==> config.mk <==
export PLATFORM = sky130hd
export DESIGN_NAME = smbus_i2c_register_client
export DESIGN_NICKNAME = d
export VERILOG_FILES = /design/src/smbus_client_pkg.sv /design/src/smbus_i2c_register_client.sv /design/src/smbus_reg_mem.sv
export SDC_FILE = /design/constraint.sdc
export NUM_CORES = 2
export LEC_CHECK = 0
export BUFFER_PORTS_ARGS = -buffer_cell sky130_fd_sc_hd__buf_4
export CORE_UTILIZATION = 57
export CTS_CLUSTER_DIAMETER = 80
export DETAILED_ROUTE_END_ITERATION = 7
export PLACE_DENSITY = 0.75
export REMOVE_ABC_BUFFERS = 1
export SYNTH_ARGS = -nofsm -noshare
export SYNTH_HDL_FRONTEND = slang
export SYNTH_SLANG_ARGS = --single-unit
export TNS_END_PERCENT = 100
==> constraint.sdc <==
create_clock -name i_clk_sys -period 5.3 [get_ports i_clk_sys]
set_input_delay 0.265 -clock i_clk_sys [delete_from_list [all_inputs] [get_ports i_clk_sys]]
set_output_delay 0.265 -clock i_clk_sys [all_outputs]
set_load 0.01 [all_outputs]
==> src/smbus_client_pkg.sv <==
// constants shared by the two-wire register client
`default_nettype none
package smbus_client_pkg;
  // timing at the 100 MHz system clock
  localparam int unsigned SYS_CLK_HZ = 100_000_000;
  localparam int unsigned TIMEOUT_MS = 30;
  localparam int unsigned TIMEOUT_CYCLES = SYS_CLK_HZ / 1000 * TIMEOUT_MS;
  localparam int unsigned TIMEOUT_CNT_W = 22;
  // fastest bus clock handled: 400 kHz gives 250 cycles per bit
  localparam int unsigned MAX_BUS_HZ = 400_000;
  localparam int unsigned MIN_BUS_HZ = 10_000;
  // register space
  localparam int unsigned REG_AW = 8;
  localparam int unsigned REG_DW = 8;
  localparam int unsigned REG_DEPTH = 256;
  localparam logic [7:0] PTR_RESET = 8'h00;
  // alert response address, seven bits
  localparam logic [6:0] ALERT_RESP_ADDR = 7'h0C;
  localparam logic [3:0] BIT_LAST = 4'h7;
  // bits counted in one byte before the acknowledge slot
  localparam logic [3:0] BYTE_BITS = 4'h8;
  localparam logic [7:0] ALERT_BYTE_PAD = 8'h01;
endpackage
`default_nettype wire

==> src/smbus_i2c_register_client.sv <==
// two-wire client giving byte access to the monitor register space
`timescale 1ns/1ps
`default_nettype none
module smbus_i2c_register_client (
  input wire logic i_clk_sys,
  input wire logic i_reset,
  input wire logic i_serial_bus_clock_pin,
  input wire logic i_sda_in,
  output logic o_sda_out,
  output logic o_sda_oe,
  input wire logic [6:0] i_addr_strap,
  input wire logic i_clock_low_timeout_enable,
  input wire logic i_alert_pending,
  output logic [7:0] o_ptr,
  output logic o_busy
);
  // -------------------------------------------------------------------
  // state encoding
  // -------------------------------------------------------------------
  typedef enum logic [2:0] {
    ST_IDLE = 3'b000,
    ST_ADDR = 3'b001,
    ST_AACK = 3'b011,
    ST_RX = 3'b010,
    ST_RACK = 3'b110,
    ST_TX = 3'b111,
    ST_TACK = 3'b101,
    ST_WAIT = 3'b100
  } state_t;

  state_t state_r, state_nxt;
  logic scl_d_r, sda_d_r, scl_d_nxt, sda_d_nxt;
  logic [7:0] shift_r, shift_nxt;
  logic [3:0] bitc_r, bitc_nxt;
  logic [7:0] ptr_r, ptr_nxt;
  logic first_r, first_nxt;
  logic rd_r, rd_nxt;
  logic alert_r, alert_nxt;
  logic sda_oe_r, sda_oe_nxt;
  logic busy_r, busy_nxt;
  logic [6:0] addr_r, addr_nxt;
  logic [smbus_client_pkg::TIMEOUT_CNT_W-1:0] tcnt_r, tcnt_nxt;
  logic we, rise, fall, start_c, stop_c, tmo;
  logic [7:0] rdata;
  logic [7:0] tx_byte;

  // -------------------------------------------------------------------
  // register memory
  // -------------------------------------------------------------------
  smbus_reg_mem u_mem (
    .i_clk_sys(i_clk_sys),
    .i_we(we),
    .i_waddr(ptr_r),
    .i_wdata(shift_r),
    .i_raddr(ptr_r),
    .o_rdata(rdata)
  );

  // edge and condition detection on the sampled pins
  always_comb begin
    scl_d_nxt = i_serial_bus_clock_pin;
    sda_d_nxt = i_sda_in;
    rise = !scl_d_r && i_serial_bus_clock_pin;
    fall = scl_d_r && !i_serial_bus_clock_pin;
    start_c = scl_d_r && i_serial_bus_clock_pin && sda_d_r && !i_sda_in;
    stop_c = scl_d_r && i_serial_bus_clock_pin && !sda_d_r && i_sda_in;
  end

  // clock-low counter; off unless enabled, so i2c hosts may hold forever
  always_comb begin
    tcnt_nxt = '0;
    tmo = 1'b0;
    if (i_clock_low_timeout_enable && !scl_d_r && state_r != ST_IDLE) begin
      tcnt_nxt = tcnt_r + 1'b1;
      tmo = (tcnt_r >= smbus_client_pkg::TIMEOUT_CNT_W'(
        smbus_client_pkg::TIMEOUT_CYCLES));
    end
  end

  // alert answer is own address shifted with a one in the low bit
  assign tx_byte = alert_r ? {addr_r, 1'b1} : rdata;

  // -------------------------------------------------------------------
  // protocol engine
  // -------------------------------------------------------------------
  always_comb begin
    state_nxt = state_r;
    shift_nxt = shift_r;
    bitc_nxt = bitc_r;
    ptr_nxt = ptr_r;
    first_nxt = first_r;
    rd_nxt = rd_r;
    alert_nxt = alert_r;
    sda_oe_nxt = sda_oe_r;
    addr_nxt = addr_r;
    we = 1'b0;
    if (state_r == ST_IDLE) begin
      addr_nxt = i_addr_strap; // caught while idle, never at reset
    end
    if (tmo || stop_c) begin
      state_nxt = ST_IDLE;
      sda_oe_nxt = 1'b0;
    end else if (start_c) begin
      state_nxt = ST_ADDR; // repeated start allowed anywhere
      bitc_nxt = '0;
      sda_oe_nxt = 1'b0;
    end else begin
      unique case (state_r)
        ST_IDLE, ST_WAIT: begin
        end
        ST_ADDR: begin
          if (rise) begin
            shift_nxt = {shift_r[6:0], i_sda_in}; // msb first
            bitc_nxt = bitc_r + 1'b1;
          end
          if (fall && bitc_r == smbus_client_pkg::BYTE_BITS) begin
            rd_nxt = shift_r[0];
            alert_nxt = 1'b0;
            first_nxt = 1'b1;
            bitc_nxt = '0;
            if (shift_r[7:1] == addr_r) begin
              state_nxt = ST_AACK;
              sda_oe_nxt = 1'b1;
            end else if (shift_r[7:1] == smbus_client_pkg::ALERT_RESP_ADDR
                && shift_r[0] && i_alert_pending) begin
              state_nxt = ST_AACK;
              alert_nxt = 1'b1;
              sda_oe_nxt = 1'b1;
            end else begin
              state_nxt = ST_WAIT; // no ack, pointer and memory untouched
            end
          end
        end
        ST_AACK: begin
          if (fall) begin
            if (rd_r) begin
              state_nxt = ST_TX; // read from current pointer
              sda_oe_nxt = !tx_byte[7];
              shift_nxt = {tx_byte[6:0], 1'b0};
              bitc_nxt = 4'h1;
            end else begin
              state_nxt = ST_RX;
              sda_oe_nxt = 1'b0;
            end
          end
        end
        ST_RX: begin
          if (rise) begin
            shift_nxt = {shift_r[6:0], i_sda_in};
            bitc_nxt = bitc_r + 1'b1;
          end
          if (fall && bitc_r == smbus_client_pkg::BYTE_BITS) begin
            bitc_nxt = '0;
            state_nxt = ST_RACK;
            sda_oe_nxt = 1'b1; // every byte acked
            if (first_r) begin
              ptr_nxt = shift_r; // pointer byte
              first_nxt = 1'b0;
            end else begin
              we = 1'b1;
              ptr_nxt = ptr_r + 1'b1;
            end
          end
        end
        ST_RACK: begin
          if (fall) begin
            state_nxt = ST_RX;
            sda_oe_nxt = 1'b0;
          end
        end
        ST_TX: begin
          if (fall) begin
            if (bitc_r == smbus_client_pkg::BYTE_BITS) begin
              state_nxt = ST_TACK;
              sda_oe_nxt = 1'b0;
              if (!alert_r) begin
                ptr_nxt = ptr_r + 1'b1;
              end
            end else begin
              sda_oe_nxt = !shift_r[7];
              shift_nxt = {shift_r[6:0], 1'b0};
              bitc_nxt = bitc_r + 1'b1;
            end
          end
        end
        ST_TACK: begin
          if (rise) begin
            if (i_sda_in || alert_r) begin
              state_nxt = ST_WAIT; // nack ends reading
            end else begin
              state_nxt = ST_AACK; // ack: next byte on next fall
            end
          end
        end
      endcase
    end
    // busy flag registered beside the state, so the pin comes from a flop
    busy_nxt = (state_nxt != ST_IDLE);
  end

  // registers for the engine
  always_ff @(posedge i_clk_sys) begin
    if (i_reset) begin
      state_r <= ST_IDLE;
      scl_d_r <= 1'b1;
      sda_d_r <= 1'b1;
      shift_r <= '0;
      bitc_r <= '0;
      ptr_r <= smbus_client_pkg::PTR_RESET;
      first_r <= 1'b0;
      rd_r <= 1'b0;
      alert_r <= 1'b0;
      sda_oe_r <= 1'b0;
      busy_r <= 1'b0;
      addr_r <= '0;
      tcnt_r <= '0;
    end else begin
      state_r <= state_nxt;
      scl_d_r <= scl_d_nxt;
      sda_d_r <= sda_d_nxt;
      shift_r <= shift_nxt;
      bitc_r <= bitc_nxt;
      ptr_r <= ptr_nxt;
      first_r <= first_nxt;
      rd_r <= rd_nxt;
      alert_r <= alert_nxt;
      sda_oe_r <= sda_oe_nxt;
      busy_r <= busy_nxt;
      addr_r <= addr_nxt;
      tcnt_r <= tcnt_nxt;
    end
  end

  // outputs from flip-flops, o_sda_out tied low; open drain drives only low
  assign o_sda_out = 1'b0;
  assign o_sda_oe = sda_oe_r;
  assign o_ptr = ptr_r;
  assign o_busy = busy_r;
endmodule
`default_nettype wire

==> src/smbus_reg_mem.sv <==
// byte-wide register memory with registered read data
`timescale 1ns/1ps
`default_nettype none
module smbus_reg_mem (
  input wire logic i_clk_sys,
  input wire logic i_we,
  input wire logic [7:0] i_waddr,
  input wire logic [7:0] i_wdata,
  input wire logic [7:0] i_raddr,
  output logic [7:0] o_rdata
);
  logic [7:0] mem_r [0:smbus_client_pkg::REG_DEPTH-1];

  // write port and registered read port
  always_ff @(posedge i_clk_sys) begin
    if (i_we) begin
      mem_r[i_waddr] <= i_wdata;
    end
    o_rdata <= mem_r[i_raddr];
  end
endmodule
`default_nettype wire

After elaboration in Yosys (flattened, before gate mapping)
Memory sizes are Yosys's and may differ from the RTL's. A register that Yosys moved wholly into a read port is not among the register bits. Index checks and enable logic that the tools add are counted.

Flip-flop bits (word level): 59. Memory bits (writable): 2048. Input port bits: 13. Output and inout bits: 11. Logic and storage cells: 140. Memories: 1.

Add/subtract/negate cells: 3. $lt $le $gt $ge: 1. Equal/unequal tests: 25. Multiplexer cells: 57. Bitwise operators: 3. Reduce and logical (&&, ||, !) cells: 37.

Memories: u_mem.mem_r (words 256, width 8, rd ports 1, clocked after memory_dff 1, write ports 1, RTL line smbus_reg_mem.sv:12) `logic [7:0] mem_r [0:smbus_client_pkg::REG_DEPTH-1];`.

Operator list (number): 8-bit two-way mux (11); 3-bit two-way mux (13); 4-bit two-way mux (7); 8-bit case mux with 3 select lines (1); 22-bit by 1-bit adder with 22-bit output, second input constant (1); 22-bit >= comparator, second input constant (1); 7-bit AND reduction (3); 1-bit two-way mux (20); 2-bit inequality test, second input constant (9); 3-bit case mux with 6 select lines (1); 8-bit case mux with 2 select lines (1); 3-bit inequality test, second input constant (5); 1-bit logical AND (12); 4-bit case mux with 3 select lines (1); 3-bit equality test, second input constant (3); 3-bit nonzero test (3); 8-bit by 1-bit adder with 8-bit output, second input constant (1); 8-bit AND reduction (1); 7-bit by 4-bit equality test with 1-bit output, second input constant (1); 7-bit equality test (1); 3-bit by 2-bit equality test with 1-bit output, second input constant (2); 1-bit zero test (6); 1-bit case mux with 5 select lines (1); 5-bit AND reduction (1); 15 further kinds (20).

Depth between registers and ports, before layout
Word-level depth: 10. Depth in mapped cells: 13. Gate-level depth less buffers: 9.

Cells and area by module
Synthesis repeated with hierarchy kept, for this count alone.

Cell total of the unflattened synthesis: 4126. Area total of the unflattened synthesis: 82779.4 um2.

By module, submodules not included: smbus_reg_mem (instances 1, cells an instance 3733, area an instance 79556.3 um2, sequential area each 61659.1 um2); smbus_i2c_register_client (instances 1, cells an instance 393, area an instance 3223.1 um2, sequential area each 1181.1 um2).

Worst setup path before layout
No wires, ideal clock.

Path type: flip-flop to flip-flop. Start: reg shift_r[0]. End: reg busy_r, in the netlist o_busy. Setup time: 0.127 ns. Arrival time: 5.035 ns. Data required time: 5.173 ns. Setup slack: 0.138 ns. Cell stages (with the launch flop): 8. Buffers on the path: 0. Period minus slack after synthesis: 5.162 ns. Path through: dfxtp_1 inv_1 nor3_1 nand4b_1 and3_1 o31ai_1 a21oi_1 or3_1.

Cells in the longest elaborated chain, start to end: 9.

RTL lines: start, declared (RTL line smbus_i2c_register_client.sv:33) `logic [7:0] shift_r, shift_nxt;`; start signal, assigned (RTL line smbus_i2c_register_client.sv:221) `shift_r <= shift_nxt;`; 1-bit logical AND (2 in a row) (RTL line smbus_i2c_register_client.sv:125) `&& shift_r[0] && i_alert_pending) begin`; 3-bit two-way mux (RTL line smbus_i2c_register_client.sv:124) `end else if (shift_r[7:1] == smbus_client_pkg::ALERT_RESP_ADDR`; 3-bit two-way mux (RTL line smbus_i2c_register_client.sv:121) `if (shift_r[7:1] == addr_r) begin`; 3-bit two-way mux (RTL line smbus_i2c_register_client.sv:116) `if (fall && bitc_r == smbus_client_pkg::BYTE_BITS) begin`; 3-bit case mux with 6 select lines (RTL line smbus_i2c_register_client.sv:108) `unique case (state_r)`; 3-bit two-way mux (RTL line smbus_i2c_register_client.sv:103) `end else if (start_c) begin`; 3-bit two-way mux (RTL line smbus_i2c_register_client.sv:100) `if (tmo || stop_c) begin`; 3-bit nonzero test (RTL line smbus_i2c_register_client.sv:198) `busy_nxt = (state_nxt != ST_IDLE);`; end signal, assigned (RTL line smbus_i2c_register_client.sv:228) `busy_r <= busy_nxt;`; end, declared (RTL line smbus_i2c_register_client.sv:40) `logic busy_r, busy_nxt;`.

No other way between the ends. A chain may end at the register's enable or synchronous reset.

==> impl.org <==
** GRT
- Overflow left after global routing :: 0
- First-pass GRT wire length :: 302000 um
- Number of global-route vias before repair :: 41.5k
- The number of antenna violations at the first check in global routing was 5.
- Entering global routing, the biggest net connects 260 pins.
- Across every metal layer, demand over resource in global routing totals 0.292.

** Power and ir drop
- Of the total power, combinational logic draws 0.007.
- Share of power burned in the clock network :: 0.435
- For this design the total switching power over the nets is 6410 uW.
- Of the total power, the share spent switching nets is 0.196.
- Proportion of power drawn by flip-flops and latches :: 0.558
- Design internal power :: 26400 uW
- Summing internal, switching and leakage power gives 32800 uW.
- Maximum ir drop on the vdd rail :: 0.361 mV
- Summed over all cells, the static leakage comes to 0.0280 uW.
- Power Dens Cells :: 356 nW/um2

** Clock tree
- TritonCTS built the clock tree.
- TritonCTS created 199 clock buffers.
- The clock passes through at most 3 buffers.
- The later pin in the worst-skew pair is clocked with a latency of 0.85 ns.
- Clock root buffer :: sky130_fd_sc_hd__clkbuf_16
- In this run the number of H-tree levels came out at 4.
- After clock tree synthesis, the clock-pin slew on the worst setup and hold paths is 0.06 ns.
- The number of gates resized after CTS was 0.
- # Post-CTS Setup Buffers :: 0
- The number of hold buffers added after CTS was 20.
- Clock Sinks :: 2115

** STA
- The final-report hold violation count is 0.
- Worst relative slew slack :: 0.0152
- The smallest clock period supported by the final layout is computed as 4.76 ns.
- The max-slew violation total from the final report came to 0.
- Between clock sinks in the finished design, the worst skew comes to 0.0281 ns.
- Final count of negative-setup-slack endpoints :: 0
- RSZ-0062 raised after global routing :: no
- Crit share post-route :: 0.897
- For the pin with the worst max-slew slack, the measured transition is 1.48 ns.
- Upper clock frequency limit :: 0.210 GHz
- Adding up every negative setup slack in the final design gives 0 ns.

** Synth
- The synthesized design spends more area on one cell type than any other, namely sky130_fd_sc_hd__edfxtp_1.
- Most used DFF post-synth :: sky130_fd_sc_hd__edfxtp_1
- Sequential element share of the synthesized area :: 0.759
- Number of warnings issued by yosys :: 0
- A synthesized cell averages 20.8 um2.
- In this run, synthesis inferred 2048 flip-flops with an integrated enable.
- Post-synthesis instance area :: 82700 um2
- Fraction of registers with async set/reset :: 0
- Counting distinct cell types in the post-synthesis netlist gives 69.
- The share of synthesized area in the top cell type comes to 0.743.
- Number of standard cells after synthesis :: 3973
- In this run, synthesis produced a sequential element count of 2115.
- Yosys attributes the largest share of cell area to sky130_fd_sc_hd__edfxtp_1, sky130_fd_sc_hd__mux4_2, sky130_fd_sc_hd__dfxtp_1.

** Run
- Max-cap violations in this run came to 0.

** Route
- Dividing the detail-routed wire length by the instance count gives 34.1 um.
- Total wire length :: 211000 um
- The count of nets left with antenna violations once routing finished came out at 0.
- In the routed design, unresolved DRC markers number 9.
- Dividing the detail-routed via count by the number of cells gives 6.86.
- The detailed router finished its first iteration with 6019 violations.
- Pre-antenna DRT Iters :: 8
- Count of vias placed by the detailed router :: 42.4k

** Place
- Once placement finished, the instance area stood at 85300 um2.
- Estimated wirelength of the detail-placed design :: 124000 um
- Port buffering added 22 buffers.
- Placer congestion estimate :: 0.922

** Setup path
- Start-to-end type of the worst setup path :: flop to flop
- Worst-case register-to-register setup slack :: 0.54 ns
- In this run the worst path has a maximum fanout of 30.
- Crit-path cells :: buf_4, mux4_2, mux2i_1, o22ai_1, a211oi_1, nand2_1, nor4_1, nand4_1
- Data on the critical path arrives at its endpoint at 5.40 ns.
- In this design, the stage delay of the slowest critical-path cell is 1.11 ns.
- Worst Setup End Kind :: flop
- The startpoint identified for the worst register-to-register timing path is o_ptr[0].
- Among all stages on the critical path, the largest delay is contributed by sky130_fd_sc_hd__nor4_1.
- STA puts the critical path data required time at 5.94 ns.
- STA classifies the critical path startpoint as a flop.
- The most critical setup path has its startpoint at o_ptr[0].

** Floorplanning
- Starting density of the core :: 0.575
- Standard-cell row count :: 139
- I/O Pins :: 24
- Measured along the y axis, the die boundary spans 383 um.
- Core region area :: 144000 um2
- Measured along the x axis, the die boundary spans 383 um.
- Die outline area :: 147000 um2

** Status
- Run status :: finished with violations
- The checks that failed: DRC.

** Cells and area
- The final layout contains 4129 nets.
- Layout cell share with drive strength beyond 1 :: 0.239
- After routing the design area is 92000 um2.
- Relative to the synthesized area, the layout overhead comes to 11.2%.

** Worst hold path
- Hold path start :: i_clock_low_timeout_enable
- The path class of the tightest hold or removal check is input pin to flop.
## logic make-up after synthesis
family	after synthesis	share of synthesized area
compound gates	265	0.0219
xor+xnor	23	0.00243
fa+ha+maj	8	0.00121
buf+inv	261	0.0166
flops	2115	0.759
mux	668	0.164
other cells	1	0.0000453
simple gates	632	0.0342
## worst max-delay path, delay by kind of cell, from the launching register on
kind / cells / cell delay [ns]
buffers and inverters: 1 / 0.50
AO/OA/AOI/OAI: 2 / 0.76
flip-flops: 1 / 0.89
AND/OR/NAND/NOR: 3 / 1.44
multiplexers: 2 / 0.96
## per-layer routing
layer | wire length [um] | vias to the layer above | track usage | part of all wire
li1 | - | 16700 | - | -
met1 | 77300 | 22200 | 0.404 | 0.37
met2 | 97600 | 2906 | 0.434 | 0.46
met3 | 25500 | 523 | 0.0874 | 0.12
met4 | 10100 | 10 | 0.125 | 0.048
met5 | 177 | - | 0.00595 | 0.00084
## cell usage after synthesis, drive strengths merged, types with 11 or more instances
| cell | number |
|---|---|
| edfxtp | 2048 |
| mux4 | 550 |
| nor2 | 330 |
| buf | 146 |
| mux2i | 111 |
| nand2 | 97 |
| clkbuf | 93 |
| dfxtp | 67 |
| a21oi | 63 |
| nand3 | 53 |
| a22oi | 45 |
| o21ai | 37 |
| nor3 | 29 |
| nor2b | 23 |
| inv | 21 |
| nand4 | 20 |
| xor2 | 16 |
| a22o | 15 |
| a221oi | 14 |
| o22ai | 14 |
| o32ai | 14 |
| nand2b | 12 |
| nor4 | 11 |
| or3 | 11 |
## state kept, by name, indices dropped and copies added, names as in the netlist, 3 cells and up
name,cells
tcnt_r,22
addr_r,7
bitc_r,4
u_mem.o_rdata,8
shift_r,8
state_r,3
u_mem.mem_r,2048
o_ptr,8
## power groups by stage
| stage | combinational [uW] | clock [uW] | sequential (uW) |
|---|---|---|---|
| 5_1_grt | 244 | 15000 | 18300 |
| 4_1_cts | 226 | 14400 | 18300 |
| 6_report | 229 | 14300 | 18300 |
| 3_3_place_gp | 200 | 0 | 18600 |
| 2_1_floorplan | 45.1 | 0 | 18700 |
| 3_5_place_dp | 212 | 0 | 18600 |
## metrics by stage
stage	hold slack (ns)	setup slack, ns	cells	util
detailed placement	0.459	0.936	5790	0.593
CTS	0.117	0.852	6179	0.640
floorplan	0.334	-18.97	3734	-
global placement	0.438	0.875	5790	0.593
finish	0.160	0.544	6180	0.640
global route	0.175	0.598	6179	0.640
## cells in the final DEF (no fill, tap or decap), types with 8 or more instances in the layout
master                          synthesis  routed
sky130_fd_sc_hd__a22o_1                15      15
sky130_fd_sc_hd__nand4_1               20      20
sky130_fd_sc_hd__a22oi_1               45      45
sky130_fd_sc_hd__o22ai_1               14      14
sky130_fd_sc_hd__mux4_2               550     550
sky130_fd_sc_hd__or3_1                 11      11
sky130_fd_sc_hd__nor2b_1               23      21
sky130_fd_sc_hd__clkbuf_16              0     200
sky130_fd_sc_hd__ha_1                   8       8
sky130_fd_sc_hd__nand2_1               97      97
sky130_fd_sc_hd__nand2b_1              12      12
sky130_fd_sc_hd__nor4_1                11      10
sky130_fd_sc_hd__a21oi_1               63      63
sky130_fd_sc_hd__clkbuf_1              90      35
sky130_fd_sc_hd__a221oi_1              14      14
sky130_fd_sc_hd__bufinv_16              0      23
sky130_fd_sc_hd__a2111oi_0              9       9
sky130_fd_sc_hd__inv_1                 20      20
sky130_fd_sc_hd__nor2_1               330     329
sky130_fd_sc_hd__edfxtp_1            2048    2048
sky130_fd_sc_hd__mux2i_1              111     111
sky130_fd_sc_hd__buf_4                 21     131
sky130_fd_sc_hd__dlygate4sd3_1          0      20
sky130_fd_sc_hd__dfxtp_1               67      54
sky130_fd_sc_hd__nand3_1               53      53
sky130_fd_sc_hd__a31oi_1                9       9
sky130_fd_sc_hd__and3_1                 9       9
sky130_fd_sc_hd__clkinv_2               0      39
sky130_fd_sc_hd__o32ai_1               14      14
sky130_fd_sc_hd__clkinv_1               1      50
sky130_fd_sc_hd__xor2_1                16      16
sky130_fd_sc_hd__buf_12                 0      22
sky130_fd_sc_hd__nor3_1                28      28
sky130_fd_sc_hd__dfxtp_4                0      12
sky130_fd_sc_hd__o21ai_0               35      35
sky130_fd_sc_hd__a211oi_1              10      10
## cell type report
type	count	area, um2
Fill cell	9109	51800
Clock inverter	132	1340
Antenna cell	1	2.50
Tap cell	1903	2380
Inverter	22	82.6
Clock buffer	237	5160
Sequential cell	2115	62900
Multi-Input combinational cell	1597	18600
Timing Repair Buffer	173	1620
## worst paths after layout
| kind | end | cells after the start |
|---|---|---|
| max | u_mem.o_rdata[7] | 8 |
| min | bitc_r[1] | 5 |
| max reg2reg | u_mem.o_rdata[7] | 8 |
| min reg2reg | tcnt_r[0] | 1 |
Power figures use the tool's default switching activity.
